--- src/hw/codec_cfg_pkg.sv ---
package codec_cfg_pkg;

    // ------------------------------------------------------------
    // command byte layout
    // ------------------------------------------------------------
    localparam int CMD_WRITE_BIT = 7;
    localparam logic [6:0] ADDR_PLL = 7'h20;
    localparam logic [6:0] ADDR_SPARE = 7'h21;
    localparam logic [6:0] ADDR_PCM = 7'h22;
    localparam logic [6:0] ADDR_CLKCH = 7'h23;
    localparam logic [6:0] ADDR_RESET = 7'h24;
    localparam logic [6:0] ADDR_LOOP = 7'h25;
    localparam logic [6:0] ADDR_CONF = 7'h26;

    // ------------------------------------------------------------
    // field positions
    // ------------------------------------------------------------
    localparam int PLL_SLEEP_BIT = 7;
    localparam int PCM_LINEAR_BIT = 7;
    localparam int PCM_ALAW_BIT = 6;
    localparam int PCM_DBL_BIT = 5;
    localparam int PCM_EDGE_LSB = 3;
    localparam int PCM_OFS_LSB = 0;
    localparam int CH_GATE_LSB = 4;
    localparam int MCLK_SEL_LSB = 0;
    localparam int RST_FULL_BIT = 7;
    localparam int RST_CHAN_BIT = 5;
    localparam int RST_MASK_LSB = 0;
    localparam int LOOP_A_WIDE_BIT = 6;
    localparam int LOOP_A_NARROW_BIT = 5;
    localparam int LOOP_A_HWY_BIT = 4;
    localparam int LOOP_D_WIDE_BIT = 2;
    localparam int LOOP_D_NARROW_BIT = 1;
    localparam int LOOP_D_HWY_BIT = 0;
    localparam int CONF_INT_BIT = 3;
    localparam int CONF_EXT_BIT = 2;
    localparam int CONF_PICK_LSB = 0;

    // ------------------------------------------------------------
    // reset values and codes
    // ------------------------------------------------------------
    localparam logic [7:0] PLL_RESET = 8'h00;
    localparam logic [7:0] PCM_RESET = 8'h40;
    localparam logic [7:0] CLKCH_RESET = 8'h02;
    localparam logic [7:0] LOOP_RESET = 8'h00;
    localparam logic [7:0] CONF_RESET = 8'h00;
    localparam logic [7:0] PLL_MASK = 8'h80;
    localparam logic [7:0] LOOP_MASK = 8'h77;
    localparam logic [7:0] CONF_MASK = 8'h0F;
    localparam logic [3:0] MCLK_2M048 = 4'h2;
    localparam logic [3:0] MCLK_4M096 = 4'h1;

    // ------------------------------------------------------------
    // data clock rate detection
    // ------------------------------------------------------------
    localparam int CLK_MHZ = 200;
    localparam int DCL_SLOW_PERIOD_NS = 488;
    localparam int DCL_FAST_PERIOD_NS = 244;
    localparam int DCL_SPLIT_CYCLES =
        ((DCL_SLOW_PERIOD_NS + DCL_FAST_PERIOD_NS) / 2) * CLK_MHZ / 1000;

endpackage

--- src/hw/host_port_shifter.sv ---
`timescale 1ns/1ps
module host_port_shifter (
    // clock and reset
    input wire logic mclk_in,
    input wire logic reset_in,
    // serial pins
    input wire logic sel_n_in,
    input wire logic sclk_in,
    input wire logic sdi_in,
    output logic sdo_out,
    output logic sdo_oe_n_out,
    // byte side
    input wire logic tx_load_in,
    input wire logic [7:0] tx_byte_in,
    output logic rx_valid_out,
    output logic [7:0] rx_byte_out,
    output logic frame_end_out
);
    logic [1:0] sel_sync_r, clk_sync_r, din_sync_r;
    logic clk_prev_r, sel_prev_r, tx_act_r;
    logic [2:0] bit_cnt_r;
    logic [7:0] rx_sr_r, tx_sr_r;
    wire active = ~sel_sync_r[1];
    wire rise = active & clk_sync_r[1] & ~clk_prev_r;
    wire fall = active & ~clk_sync_r[1] & clk_prev_r;
    wire byte_done = rise & (bit_cnt_r == 3'd7);

    always_ff @(posedge mclk_in) begin
        sel_sync_r <= {sel_sync_r[0], sel_n_in};
        clk_sync_r <= {clk_sync_r[0], sclk_in};
        din_sync_r <= {din_sync_r[0], sdi_in};
        clk_prev_r <= clk_sync_r[1];
        sel_prev_r <= sel_sync_r[1];
    end

    // receive: msb first on rising edges of the serial clock
    always_ff @(posedge mclk_in) begin
        if (reset_in || !active) begin
            bit_cnt_r <= 3'd0;
            rx_valid_out <= 1'b0;
        end else begin
            rx_valid_out <= byte_done;
            if (rise) begin
                bit_cnt_r <= bit_cnt_r + 3'd1;
                rx_sr_r <= {rx_sr_r[6:0], din_sync_r[1]};
            end
        end
        if (byte_done) begin
            rx_byte_out <= {rx_sr_r[6:0], din_sync_r[1]};
        end
        if (reset_in) begin
            rx_byte_out <= 8'h00;
            rx_sr_r <= 8'h00;
        end
        frame_end_out <= ~reset_in & sel_sync_r[1] & ~sel_prev_r;
    end

    // transmit: shift only after a rising edge of the current byte, so the
    // falling edge that ends the command byte cannot eat the first bit
    always_ff @(posedge mclk_in) begin
        if (reset_in || !active) begin
            tx_act_r <= 1'b0;
            tx_sr_r <= 8'h00;
        end else if (tx_load_in) begin
            tx_act_r <= 1'b1;
            tx_sr_r <= tx_byte_in;
        end else begin
            if (fall && bit_cnt_r != 3'd0) begin
                tx_sr_r <= {tx_sr_r[6:0], 1'b0};
            end
            if (byte_done) begin
                tx_act_r <= 1'b0;
            end
        end
        sdo_out <= tx_sr_r[7] & tx_act_r;
        sdo_oe_n_out <= ~tx_act_r;
    end
endmodule // host_port_shifter

--- src/hw/dcl_rate_detect.sv ---
`timescale 1ns/1ps
module dcl_rate_detect #(
    parameter int CNT_W = 8
) (
    // clock and reset
    input wire logic mclk_in,
    input wire logic reset_in,
    // data clock pin
    input wire logic dcl_in,
    // result
    output logic fast_out,
    output logic seen_out
);
    logic [1:0] dcl_sync_r;
    logic dcl_prev_r;
    logic [CNT_W-1:0] cnt_r;
    wire edge_seen = dcl_sync_r[1] & ~dcl_prev_r;
    wire cnt_full = &cnt_r;

    always_ff @(posedge mclk_in) begin
        dcl_sync_r <= {dcl_sync_r[0], dcl_in};
        dcl_prev_r <= dcl_sync_r[1];
        if (reset_in) begin
            cnt_r <= '0;
            fast_out <= 1'b0;
            seen_out <= 1'b0;
        end else if (edge_seen) begin
            // period below the midpoint of the two periods means the fast one
            fast_out <= (cnt_r < CNT_W'(codec_cfg_pkg::DCL_SPLIT_CYCLES));
            seen_out <= 1'b1;
            cnt_r <= '0;
        end else if (!cnt_full) begin
            cnt_r <= cnt_r + 1'b1;
        end
    end
endmodule // dcl_rate_detect

--- src/hw/codec_global_config_regs.sv ---
`timescale 1ns/1ps
module codec_global_config_regs #(
    parameter logic [7:0] VERSION_CODE = 8'hC3, // arbitrary value
    parameter int DCL_CNT_W = 8
) (
    // clock and reset
    input wire logic mclk_in,
    input wire logic reset_in,
    // port mode strap: high selects gci
    input wire logic gci_mode_in,
    // host processor port pins
    input wire logic host_sel_n_in,
    input wire logic host_sclk_in,
    input wire logic host_sdi_in,
    output logic host_sdo_out,
    output logic host_sdo_oe_n_out,
    // gci data clock
    input wire logic dcl_in,
    // pll and clocking
    output logic phase_lock_sleep_out,
    output logic [3:0] mclk_sel_out,
    // pcm highway format
    output logic linear_word_out,
    output logic a_law_out,
    output logic twice_rate_bit_clock_out,
    output logic [1:0] edge_polarity_sel_out,
    output logic tx_on_rise_out,
    output logic rx_on_rise_out,
    output logic [2:0] frame_sync_offset_out,
    // channel gating and resets
    output logic [3:0] channel_program_gate_out,
    output logic full_reset_trigger_out,
    output logic [3:0] channel_reset_out,
    // test loopbacks
    output logic analog_loop_wide_out,
    output logic analog_loop_narrow_out,
    output logic analog_loop_highway_out,
    output logic digital_loop_wide_out,
    output logic digital_loop_narrow_out,
    output logic digital_loop_highway_out,
    // conference
    output logic internal_conference_on_out,
    output logic external_conference_on_out,
    output logic [1:0] conference_channel_pick_out
);

    // ------------------------------------------------------------
    // types and storage
    // ------------------------------------------------------------
    typedef enum logic [1:0] {
        ST_CMD,
        ST_WDATA,
        ST_RDATA
    } host_state_t;

    host_state_t state_r, state_nxt;
    logic [6:0] addr_r, addr_nxt;
    logic [7:0] pll_r, pcm_r, clkch_r, loop_r, conf_r;
    logic [1:0] mode_sync_r;
    logic full_reset_r, chan_reset_r;
    logic [3:0] chan_mask_r;
    logic tx_load_r;
    logic [7:0] tx_byte_r;

    // ------------------------------------------------------------
    // byte transport and data clock detection
    // ------------------------------------------------------------
    wire rx_valid;
    wire [7:0] rx_byte;
    wire frame_end;
    wire dcl_fast;
    wire dcl_seen;
    // the full reset trigger clears the bank exactly as the pin does
    wire bank_reset = reset_in | full_reset_r;

    host_port_shifter host_port_shifter_i (
        .mclk_in(mclk_in),
        .reset_in(bank_reset),
        .sel_n_in(host_sel_n_in),
        .sclk_in(host_sclk_in),
        .sdi_in(host_sdi_in),
        .sdo_out(host_sdo_out),
        .sdo_oe_n_out(host_sdo_oe_n_out),
        .tx_load_in(tx_load_r),
        .tx_byte_in(tx_byte_r),
        .rx_valid_out(rx_valid),
        .rx_byte_out(rx_byte),
        .frame_end_out(frame_end)
    );

    dcl_rate_detect #(
        .CNT_W(DCL_CNT_W)
    ) dcl_rate_detect_i (
        .mclk_in(mclk_in),
        .reset_in(bank_reset),
        .dcl_in(dcl_in),
        .fast_out(dcl_fast),
        .seen_out(dcl_seen)
    );

    // strap comes from a pin, so it is synchronised before use
    always_ff @(posedge mclk_in) begin
        mode_sync_r <= {mode_sync_r[0], gci_mode_in};
    end
    wire gci_mode = mode_sync_r[1];

    // ------------------------------------------------------------
    // command decode
    // ------------------------------------------------------------
    wire cmd_is_write = rx_byte[codec_cfg_pkg::CMD_WRITE_BIT];
    wire [6:0] cmd_addr = rx_byte[6:0];
    wire take_cmd = rx_valid & (state_r == ST_CMD);
    wire take_wdata = rx_valid & (state_r == ST_WDATA);
    wire wr_pll = take_wdata & (addr_r == codec_cfg_pkg::ADDR_PLL);
    wire wr_pcm = take_wdata & (addr_r == codec_cfg_pkg::ADDR_PCM);
    wire wr_clkch = take_wdata & (addr_r == codec_cfg_pkg::ADDR_CLKCH);
    wire wr_reset = take_wdata & (addr_r == codec_cfg_pkg::ADDR_RESET);
    wire wr_loop = take_wdata & (addr_r == codec_cfg_pkg::ADDR_LOOP);
    wire wr_conf = take_wdata & (addr_r == codec_cfg_pkg::ADDR_CONF);
    wire mapped_rd = take_cmd & ~cmd_is_write;

    // reserved bits are never stored, so they read back as zero
    wire [7:0] rd_data =
        (cmd_addr == codec_cfg_pkg::ADDR_PLL)   ? pll_r :
        (cmd_addr == codec_cfg_pkg::ADDR_PCM)   ? pcm_r :
        (cmd_addr == codec_cfg_pkg::ADDR_CLKCH) ? clkch_r :
        (cmd_addr == codec_cfg_pkg::ADDR_RESET) ? VERSION_CODE :
        (cmd_addr == codec_cfg_pkg::ADDR_LOOP)  ? loop_r :
        (cmd_addr == codec_cfg_pkg::ADDR_CONF)  ? conf_r :
        8'h00;

    always_comb begin
        state_nxt = state_r;
        addr_nxt = addr_r;
        case (state_r)
            ST_CMD: begin
                if (rx_valid) begin
                    addr_nxt = cmd_addr;
                    state_nxt = cmd_is_write ? ST_WDATA : ST_RDATA;
                end
            end
            ST_WDATA: begin
                if (rx_valid) begin
                    state_nxt = ST_CMD;
                end
            end
            ST_RDATA: begin
                // the byte clocked in during a read answer is discarded
                if (rx_valid) begin
                    state_nxt = ST_CMD;
                end
            end
            default: begin
                state_nxt = ST_CMD;
            end
        endcase
        if (frame_end) begin
            state_nxt = ST_CMD;
        end
    end

    always_ff @(posedge mclk_in) begin
        if (bank_reset) begin
            state_r <= ST_CMD;
            addr_r <= 7'h00;
            tx_load_r <= 1'b0;
            tx_byte_r <= 8'h00;
        end else begin
            state_r <= state_nxt;
            addr_r <= addr_nxt;
            tx_load_r <= mapped_rd;
            if (mapped_rd) begin
                tx_byte_r <= rd_data;
            end
        end
    end

    // ------------------------------------------------------------
    // global registers
    // ------------------------------------------------------------
    always_ff @(posedge mclk_in) begin
        if (bank_reset) begin
            pll_r <= codec_cfg_pkg::PLL_RESET;
            pcm_r <= codec_cfg_pkg::PCM_RESET;
            clkch_r <= codec_cfg_pkg::CLKCH_RESET;
            loop_r <= codec_cfg_pkg::LOOP_RESET;
            conf_r <= codec_cfg_pkg::CONF_RESET;
            chan_mask_r <= 4'h0;
        end else begin
            if (wr_pll) begin
                pll_r <= rx_byte & codec_cfg_pkg::PLL_MASK;
            end
            if (wr_pcm) begin
                pcm_r <= rx_byte;
            end
            if (wr_clkch) begin
                clkch_r <= rx_byte;
            end
            if (wr_loop) begin
                loop_r <= rx_byte & codec_cfg_pkg::LOOP_MASK;
            end
            if (wr_conf) begin
                conf_r <= rx_byte & codec_cfg_pkg::CONF_MASK;
            end
            if (wr_reset) begin
                chan_mask_r <= rx_byte[codec_cfg_pkg::RST_MASK_LSB +: 4];
            end
        end
    end

    // ------------------------------------------------------------
    // reset triggers
    // ------------------------------------------------------------
    // one-cycle pulses; nothing holds them, so a read never sees them
    always_ff @(posedge mclk_in) begin
        if (reset_in) begin
            full_reset_r <= 1'b0;
        end else begin
            full_reset_r <= wr_reset & rx_byte[codec_cfg_pkg::RST_FULL_BIT];
        end
        if (bank_reset) begin
            chan_reset_r <= 1'b0;
        end else begin
            chan_reset_r <= wr_reset & rx_byte[codec_cfg_pkg::RST_CHAN_BIT];
        end
    end

    // ------------------------------------------------------------
    // derived controls
    // ------------------------------------------------------------
    wire [1:0] edge_code = pcm_r[codec_cfg_pkg::PCM_EDGE_LSB +: 2];
    // 00 tx rise/rx fall, 01 both rise, 10 both fall, 11 tx fall/rx rise
    wire tx_rise = ~edge_code[1];
    wire rx_rise = edge_code[0];
    wire host_mode = ~gci_mode;
    wire [3:0] gci_mclk = dcl_fast ? codec_cfg_pkg::MCLK_4M096 : codec_cfg_pkg::MCLK_2M048;
    // until a data clock edge is seen the slower rate is assumed
    wire [3:0] mclk_eff = gci_mode ? (dcl_seen ? gci_mclk : codec_cfg_pkg::MCLK_2M048)
                                   : clkch_r[codec_cfg_pkg::MCLK_SEL_LSB +: 4];
    wire [3:0] chan_gate = host_mode ? clkch_r[codec_cfg_pkg::CH_GATE_LSB +: 4] : 4'hF;
    wire [3:0] chan_rst = chan_reset_r ? chan_mask_r : 4'h0;

    // ------------------------------------------------------------
    // registered outputs
    // ------------------------------------------------------------
    always_ff @(posedge mclk_in) begin
        if (reset_in) begin
            phase_lock_sleep_out <= 1'b0;
            mclk_sel_out <= codec_cfg_pkg::MCLK_2M048;
            linear_word_out <= 1'b0;
            a_law_out <= 1'b1;
            twice_rate_bit_clock_out <= 1'b0;
            edge_polarity_sel_out <= 2'b00;
            tx_on_rise_out <= 1'b1;
            rx_on_rise_out <= 1'b0;
            frame_sync_offset_out <= 3'd0;
            channel_program_gate_out <= 4'h0;
            full_reset_trigger_out <= 1'b0;
            channel_reset_out <= 4'h0;
        end else begin
            phase_lock_sleep_out <= pll_r[codec_cfg_pkg::PLL_SLEEP_BIT];
            mclk_sel_out <= mclk_eff;
            linear_word_out <= pcm_r[codec_cfg_pkg::PCM_LINEAR_BIT];
            a_law_out <= pcm_r[codec_cfg_pkg::PCM_ALAW_BIT];
            twice_rate_bit_clock_out <= host_mode & pcm_r[codec_cfg_pkg::PCM_DBL_BIT];
            edge_polarity_sel_out <= edge_code;
            tx_on_rise_out <= host_mode ? tx_rise : 1'b1;
            rx_on_rise_out <= host_mode ? rx_rise : 1'b0;
            frame_sync_offset_out <= host_mode ? pcm_r[codec_cfg_pkg::PCM_OFS_LSB +: 3] : 3'd0;
            channel_program_gate_out <= chan_gate;
            full_reset_trigger_out <= full_reset_r;
            channel_reset_out <= chan_rst;
        end
    end

    always_ff @(posedge mclk_in) begin
        if (reset_in) begin
            analog_loop_wide_out <= 1'b0;
            analog_loop_narrow_out <= 1'b0;
            analog_loop_highway_out <= 1'b0;
            digital_loop_wide_out <= 1'b0;
            digital_loop_narrow_out <= 1'b0;
            digital_loop_highway_out <= 1'b0;
            internal_conference_on_out <= 1'b0;
            external_conference_on_out <= 1'b0;
            conference_channel_pick_out <= 2'b00;
        end else begin
            analog_loop_wide_out <= loop_r[codec_cfg_pkg::LOOP_A_WIDE_BIT];
            analog_loop_narrow_out <= loop_r[codec_cfg_pkg::LOOP_A_NARROW_BIT];
            analog_loop_highway_out <= host_mode & loop_r[codec_cfg_pkg::LOOP_A_HWY_BIT];
            digital_loop_wide_out <= loop_r[codec_cfg_pkg::LOOP_D_WIDE_BIT];
            digital_loop_narrow_out <= loop_r[codec_cfg_pkg::LOOP_D_NARROW_BIT];
            digital_loop_highway_out <= host_mode & loop_r[codec_cfg_pkg::LOOP_D_HWY_BIT];
            internal_conference_on_out <= conf_r[codec_cfg_pkg::CONF_INT_BIT];
            external_conference_on_out <= conf_r[codec_cfg_pkg::CONF_EXT_BIT];
            conference_channel_pick_out <= conf_r[codec_cfg_pkg::CONF_PICK_LSB +: 2];
        end
    end

endmodule // codec_global_config_regs

--- config.mk ---
export PLATFORM = sky130hd
export DESIGN_NAME = codec_global_config_regs
export DESIGN_NICKNAME = d
export VERILOG_FILES = /design/src/hw/codec_cfg_pkg.sv /design/src/hw/host_port_shifter.sv /design/src/hw/dcl_rate_detect.sv /design/src/hw/codec_global_config_regs.sv
export SDC_FILE = /design/constraint.sdc
export NUM_CORES = 1
export LEC_CHECK = 0
export BUFFER_PORTS_ARGS = -buffer_cell sky130_fd_sc_hd__buf_2
export CORE_ASPECT_RATIO = 0.75
export CORE_UTILIZATION = 53
export DETAILED_ROUTE_END_ITERATION = 8
export PLACE_DENSITY = 0.76
export SLEW_MARGIN = 5
export SYNTH_ARGS = -nofsm -noshare
export SYNTH_HDL_FRONTEND = slang
export SYNTH_SLANG_ARGS = --single-unit
export TNS_END_PERCENT = 20
--- constraint.sdc ---
create_clock -name mclk_in -period 1.65 [get_ports mclk_in]
set_input_delay 0.33 -clock mclk_in [delete_from_list [all_inputs] [get_ports mclk_in]]
set_output_delay 0.33 -clock mclk_in [all_outputs]
set_load 0.05 [all_outputs]
==> results of run 1 <==
==> layer usage <==
layer / vias up / part of all wire / GRT usage
li1: 1908 / - / -
met5: - / 0 / 0
met3: 34 / 0.062 / 0.0678
met1: 1815 / 0.44 / 0.309
met2: 145 / 0.47 / 0.380
met4: 0 / 0.029 / 0.122
==> synthesized netlist by cell type (all sizes together) <==
cell / n
xnor2: 2
nand2: 39
nand2b: 11
and3: 2
dfxtp: 139
nor4: 1
ha: 7
nor2b: 18
mux2: 3
a2111oi: 1
nand3: 25
a31o: 1
o41ai: 4
buf: 6
nor2: 69
a211oi: 10
inv: 12
nor4b: 2
a32o: 1
nand4: 1
or2: 4
mux2i: 41
o211ai: 1
a211o: 2
and3b: 2
and2: 14
or4b: 1
a32oi: 3
nor4bb: 1
or3: 2
o21a: 1
nor3: 18
a222oi: 2
nor3b: 1
o21ai: 12
clkbuf: 22
a21oi: 27
nand3b: 2
a31oi: 5
==> what timing repair did <==
action                                  CTS  global route
gates resized for setup                   8            13
endpoints found under the setup margin   25            46
buffers inserted                          0             1
pin swaps                                 4             8
hold endpoints to repair                  2             0
hold buffers                              2             0
==> sequential cells by signal (all words and copies together), names as in the netlist, 4 cells and up <==
register	flops
addr_r	7
dcl_rate_detect_i.cnt_r	8
tx_byte_r	8
host_port_shifter_i.tx_sr_r	8
host_port_shifter_i.rx_byte_out	8
mclk_sel_out	4
host_port_shifter_i.rx_sr_r	7
pcm_r	8
chan_mask_r	4
conf_r	4
loop_r	6
clkch_r	8
channel_program_gate_out	4
channel_reset_out	4
==> metrics by stage <==
stage	worst slack [ns]	instances
after floorplan	-0.0873	515
after global placement	-0.0645	690
after detailed placement	-0.149	690
after CTS	-0.0856	724
after global routing	-0.181	724
final	-0.107	724
==> layout make-up <==
| class | count | area, um^2 | area share |
|---|---|---|---|
| Clock buffer | 26 | 519 | 0.0826 |
| Clock inverter | 6 | 82.6 | 0.0131 |
| Inverter | 12 | 45.0 | 0.00716 |
| Multi-Input combinational cell | 336 | 2180 | 0.346 |
| Sequential cell | 139 | 2790 | 0.443 |
| Tap cell | 128 | 160 | 0.0255 |
| Timing Repair Buffer | 77 | 515 | 0.0820 |
==> cell families (layout without fill, tap and decap cells) <==
kind of cell | count (synthesis) | after routing | share of synthesized area
compound gates | 70 | 70 | 0.0877
xor+xnor | 2 | 2 | 0.00347
fa+ha+maj | 7 | 7 | 0.0173
buf+inv | 40 | 121 | 0.0312
flops | 139 | 139 | 0.551
mux | 44 | 44 | 0.0880
simple gates | 213 | 213 | 0.221
==> worst max-delay path by stage <==
stage | slack, ns | end | cells past startpoint
CTS | -0.09 | chan_mask_r[1] | 5
global placement | -0.06 | chan_mask_r[3] | 5
finish | -0.11 | chan_mask_r[1] | 4
floorplan | -0.09 | clkch_r[2] | 5
detailed placement | -0.15 | loop_r[4] | 6
global route | -0.18 | chan_mask_r[1] | 4
==> where the power goes <==
part / switching (mW) / internal [mW]
Combinational: 0.108 / 0.0527
Clock: 1.33 / 2.46
Sequential: 0.0212 / 3.39
Total: 1.45 / 5.90
==> impl_metrics.ini, run 1 <==
[timing]
setup_viol = 24
setup_tns_ns = -1.35
max_freq_ghz = 0.569
timing.final.crit_period_ns = 1.76
holdWs_ns = 0.0125
min_period_over_period = 1.06
hold_viol_final = 0
worst_slack_ns = -0.107
drv_slew = 0
max_slew_margin = 0.685
rsz0062_at_grt = true
tightest_slew_ns = 0.473
finClkSkew_ns = 0.00518

[floorplanning]
initial_utilization = 0.551
num_rows = 30
die-area_um2 = 9920
coreArea_um2 = 9160
die_w_um = 115
die_h_um = 86.5
io_pins = 43

[logic_synthesis]
ys_warn_count = 0
synthTopCellsByArea = dfxtp_1 (55%), mux2i_1 (8.1%), nor2_1 (4.2%), nand2_1 (2.9%), a21oi_1 (2.7%)
syn_nets = 529
syn_area_um2 = 5050
yosysTopAreaCellShare = 0.551
yosysTopAreaCell = dfxtp_1
ys_seq_area_frac = 0.551
synth.ff_latch_count = 139
syn_avg_cell_area_um2 = 9.80
synthCells = 515
ys_types = 42

[status]
violations = setup timing
outcome = finished, violations left

[grt]
grt_pass1_vias = 3651
antenna_found_initial = 0
track_usage = 0.243
grt_max_degree = 35
grt-ovfl-total = 0
grt_first_pass_wirelength_um = 18000

[layout]
final_cell_mix = dfxtp_1 (136), nor2_1 (55), buf_2 (42)
final_nets = 597
layout_commonest_cell = dfxtp_1
fillers = 702
antenna_cells = 0
layout-drive-gt1-share = 0.247
fin_area_um2 = 6290
utilization = 0.686
area_delta_synth_final_pct = 24.5

[cts]
ctsRootBufferMaster = clkbuf_16
clock_latency_ns = 0.42
cts.sinks = 139
numCtsBuffers = 17
clk_path_buf_depth = 2
path_clk_slew_ns = 0.06
cts_tree = yes
cts_max_level = 4

[setup_path]
reg2reg_to = chan_mask_r[1]
slowest_delay_ns = 0.65
cp_num_buf_inv = 0
end_kind = flop
crit_type = flop to flop
worstPathRequired_ns = 1.94
cpLargestDelayFamily = simple AND/OR/NAND/NOR gates
r2r_cells = 4
path_cells = or4b_4, nor3_4, mux2i_1, nor2_1
slowest_stage = or4b_4
path_max_fanout = 7
critPathLaunch = addr_r[6]
arrival_ns = 2.05
r2r_start = addr_r[6]
rrSetupSlack_ns = -0.11
critPathLaunchType = flop

[drt]
num_vias = 3902
totalWireLength_um = 11200
vias_per_cell = 5.39
drc = 0
wire_per_inst_um = 15.5
drtIter0Drc = 248
antenna_left = 0
dr.pass1.iters = 5

[worst_hold_path]
min-delay-start = host_sclk_in
min_to = host_port_shifter_i.clk_sync_r[0]
hold_class = input pin to flop
hold-path-cell-count = 1

[place]
numPortBuffers = 42
hpwl_um = 7600
place_area_um2 = 5600
globalplace.congestion = 0.889

[flow_run]
cap_violations = 0

[power]
leakagePower_nw = 2.45
total_power_mw = 7.36
p_per_area_nw_per_um2 = 1170
vdd_drop_max_mv = 0.763
Power figures use the tool's default switching activity.
==> inputs of run 2 (changes only) <==
SKIP_CTS_REPAIR_TIMING = 1   (was not set)
==> impl_metrics.ini, run 2 (same netlist as run 1, synthesis figures left out) <==
[floorplanning]
die_w_um = 115
coreArea_um2 = 9160
initial_utilization = 0.551
io_pins = 43
die_h_um = 86.5
die-area_um2 = 9920
num_rows = 30

[grt]
grt_use_met1 = 0.312
grt-ovfl-total = 0
grtUsageMet3 = 0.0671
grt_max_degree = 35
top_usage_layer = met2
grtUsageMet2 = 0.377
antenna_found_initial = 0
track_usage = 0.242
grt_first_pass_wirelength_um = 18100
grt_pass1_vias = 3658

[power]
vdd_drop_max_mv = 0.763
p_per_area_nw_per_um2 = 1170
leakagePower_nw = 2.46

[drt]
wire_per_inst_um = 15.4
drc = 0
num_vias = 3935
drtIter0Drc = 285
totalWireLength_um = 11100
dr.pass1.iters = 4
antenna_left = 0
vias_per_cell = 5.42

[layout]
layout-drive-gt1-share = 0.239
final_cell_mix = dfxtp_1 (138), nor2_1 (55), buf_2 (42)
layout_commonest_cell = dfxtp_1
area_delta_synth_final_pct = 24.5
final_nets = 599
fillers = 705
antenna_cells = 0
utilization = 0.686

[status]
violations = setup timing
outcome = finished, violations left

[setup_path]
cpLargestDelayFamily = simple AND/OR/NAND/NOR gates
end_kind = flop
r2r_start = addr_r[3]
arrival_ns = 2.05
critPathLaunchType = flop
slowest_delay_ns = 0.53
worstPathRequired_ns = 1.95
critPathLaunch = addr_r[3]
crit_type = flop to flop
slowest_stage = or4b_4
rrSetupSlack_ns = -0.09
cp_num_buf_inv = 2
path_cells = or4b_4, buf_6, nor3_4, buf_12, mux2i_1, nor2_2
path_max_fanout = 10

[timing]
timing.final.crit_period_ns = 1.74
finClkSkew_ns = 0.00603
worst_slack_ns = -0.0940
setup_tns_ns = -1.58
drv_slew = 0
min_period_over_period = 1.06
max_slew_margin = 0.690
setup_viol = 25
tightest_slew_ns = 0.465
hold_viol_final = 0
max_freq_ghz = 0.573
rsz0062_at_grt = true

[cts]
path_clk_slew_ns = 0.06
numCtsBuffers = 17
cts_tree = yes
cts.sinks = 139
cts_max_level = 4
clk_path_buf_depth = 2
ctsRootBufferMaster = clkbuf_16
clock_latency_ns = 0.42

[place]
dpl_worst_slack_ns = -0.149
numPortBuffers = 42
globalplace.congestion = 0.889
hpwl_um = 7600

[flow_run]
cap_violations = 0

[worst_hold_path]
min-delay-start = host_sclk_in
hold_class = input pin to flop
==> run 2: cell types whose count changed in the layout (fill, tap and decap cells not counted), moves of 2 or more <==
cell / delta
mux2i_1: +3
mux2i_2: -3
dfxtp_1: +2
dfxtp_2: -2
==> run 2: worst paths after layout <==
check / end / depth (start not counted)
worst max-delay path: pcm_r[4] / 6
worst min-delay path: host_port_shifter_i.clk_sync_r[0] / 1
worst max register to register: pcm_r[4] / 6
worst min register to register: host_port_shifter_i.din_sync_r[1] / 0
==> run 2: power by group <==
| part | switching [mW] | internal, mW |
|---|---|---|
| logic | 0.108 | 0.0527 |
| registers | 0.0213 | 3.39 |
| clock network | 1.33 | 2.46 |
| total | 1.46 | 5.90 |
==> run 2: area by class of cell <==
type | instances | area (um^2) | area share
sequential | 139 | 2780 | 0.443
multi-input combinational | 336 | 2160 | 0.344
timing repair buffer | 79 | 534 | 0.0850
clock buffer | 26 | 519 | 0.0826
tap | 128 | 160 | 0.0255
clock inverter | 6 | 82.6 | 0.0131
inverter | 12 | 45.0 | 0.00716
==> run 2: per-stage QoR <==
| step | area [um^2] | hold slack (ns) | cells | total power, mW |
|---|---|---|---|---|
| 6_report | 6290 | 0.0125 | 726 | 7.36 |
| 5_1_grt | 6290 | 0.00492 | 726 | 7.58 |
| 4_1_cts | 6200 | -0.00130 | 722 | 7.39 |
| 3_5_place_dp | 5600 | 0.314 | 690 | 3.64 |
| 3_3_place_gp | 5600 | 0.311 | 690 | 3.63 |
| 2_1_floorplan | 5050 | 0.310 | 515 | 3.59 |
==> run 2: metal layers <==
metal  share of wire  vias up
li1                -     1915
met1            0.45     1870
met2            0.47      125
met3           0.056       25
met4           0.023        0
met5               0        -
==> inputs of run 3 (changes only) <==
ABC_AREA = 1   (was not set)
==> impl_metrics.ini, run 3 <==
[status]
outcome = complete, no violations

[logic_synthesis]
ys_warn_count = 0
synth.most_common_cell = dfxtp_1
syn_avg_cell_area_um2 = 8.43
async_flop_share = 0
synth_flop_cell = dfxtp_1
yosysTopAreaCellShare = 0.559
ys_types = 34
syn_nets = 605
synthTopCellsByArea = dfxtp_1 (56%), a21oi_1 (6.3%), nor2_1 (6.0%), nand2_1 (5.4%), o21ai_1 (4.6%)
yosysTopAreaCell = dfxtp_1
synth_edf_count = 0
synthCells = 591
syn_area_um2 = 4980
synth_common_cells = dfxtp_1 (139), nor2_1 (80), nand2_1 (72)
ys_seq_area_frac = 0.559
synth.ff_latch_count = 139

[layout]
antenna_cells = 0
instances_no_fill = 791
layout_commonest_cell = dfxtp_1
final_cell_mix = dfxtp_1 (138), nor2_1 (80), nand2_1 (70)
area_delta_synth_final_pct = 19.8
final_nets = 666
layout-drive-gt1-share = 0.179

[power]
p_per_area_nw_per_um2 = 1230
vdd_drop_max_mv = 0.842
total_power_mw = 7.31
leakagePower_nw = 2.50

[floorplanning]
die_h_um = 85.9
num_rows = 30
die_w_um = 114
coreArea_um2 = 9080
die-area_um2 = 9790
initial_utilization = 0.548
io_pins = 43

[place]
numPortBuffers = 42
dpl_worst_slack_ns = 0.0965
globalplace.congestion = 0.935
placed_cells = 759
hpwl_um = 8080

[cts]
clk_path_buf_depth = 2
clock_latency_ns = 0.42
cts_max_level = 4
path_clk_slew_ns = 0.06
ctsRootBufferMaster = clkbuf_16
cts_tree = yes
cts.sinks = 139
numCtsBuffers = 17

[setup_path]
path_max_fanout = 16
critPathLaunchType = flop
arrival_ns = 1.91
worstPathRequired_ns = 2.00
path_cells = inv_1, ha_1, nand2_1, nor3_2, nand2_2, nor2_4, o21ai_1, a21oi_1
crit_type = flop to flop
slowest_delay_ns = 0.35
slowest_stage = nor2_4
end_kind = flop

[grt]
top_usage_layer = met2
grt-ovfl-total = 0
antenna_found_initial = 0
grt_use_met1 = 0.331
grt_pass1_vias = 3905
grt_first_pass_wirelength_um = 19000
track_usage = 0.259
grtUsageMet2 = 0.401
grt_max_degree = 49
grtUsageMet3 = 0.0834

[timing]
min_period_over_period = 0.942
finClkSkew_ns = 0.00854
timing.final.crit_period_ns = 1.55
max_slew_margin = 0.718
worst_slack_ns = 0.0952
hold_viol_final = 0
rsz0062_at_grt = true
max_freq_ghz = 0.643
setup_viol = 0
tightest_slew_ns = 0.423
drv_slew = 0

[drt]
vias_per_cell = 5.32
wire_per_inst_um = 14.7
num_vias = 4205
dr.pass1.iters = 7
drtIter0Drc = 369
antenna_left = 0
totalWireLength_um = 11600
drc = 0

[worst_hold_path]
hold_class = input pin to flop

[flow_run]
cap_violations = 0
## run 3: changes by cell type after synthesis, sizes merged, moves of 7 or more
cell	change
nor2	+19
mux2i	-41
nand2	+35
a21oi	+38
o21ai	+55
a211oi	-7
and2	-14
nor3	-10
nor2b	-18
nand2b	-11
inv	+64
clkbuf	-16
## run 3: area by class of cell
cell class,count,area [um^2]
multi-input cells,359,1820
clock buffers,21,450
inverters,77,289
well taps,128,160
fillers,759,3120
repair buffers,58,335
flip-flops and latches,139,2780
clock inverters,9,123
## run 3: worst paths after layout
check / start / endpoint / slack, ns / depth (start not counted)
worst min register to register: host_port_shifter_i.clk_sync_r[0] / host_port_shifter_i.clk_sync_r[1] / 0.32 / 0
worst max register to register: state_r[1] / pcm_r[4] / 0.1 / 8
worst min-delay path: gci_mode_in / mode_sync_r[0] / 0.008 / 1
worst max-delay path: state_r[1] / pcm_r[4] / 0.1 / 8
## run 3: metrics by stage
step	utilization	TNS [ns]	cell area [um^2]	hold slack [ns]
after floorplan	-	0	4980	0.310
after global placement	0.591	0	5370	0.310
after detailed placement	0.591	0	5370	0.315
after CTS	0.654	0	5940	0.00219
after global routing	0.657	-0.0574	5960	0.00332
final	0.657	0	5960	0.00839
## run 3: kinds of logic after synthesis
logic type	Yosys count	synth area share
DFF	139	0.559
and+or+nand+nor	201	0.181
AOI/OAI and AO/OA	148	0.161
buffers and inverters	93	0.0761
xor gates and xnor gates	3	0.00528
adders and majority gates	7	0.0176
## run 3: report_power, final
| group | internal [mW] | leakage, nW | switching (mW) | total [mW] |
|---|---|---|---|---|
| clock | 2.38 | 0.282 | 1.33 | 3.71 |
| sequential | 3.40 | 1.13 | 0.0225 | 3.42 |
| combinational | 0.0553 | 1.09 | 0.122 | 0.177 |
| total | 5.83 | 2.50 | 1.48 | 7.31 |
## run 3: worst max-delay path: cells and delay by family (launching register included)
kind	cells	cell delay, ns
AND/OR/NAND/NOR	4	0.71
buffers and inverters	1	0.07
flip-flops	1	0.32
AO/OA/AOI/OAI	2	0.24
adder cells (fa/ha/maj)	1	0.14
## run 3: layer usage
metal	vias up	share of wire	wire length, um
met1	1945	0.44	5080
li1	2054	-	-
met2	175	0.45	5220
met5	-	0	0
met3	31	0.089	1030
met4	0	0.023	272
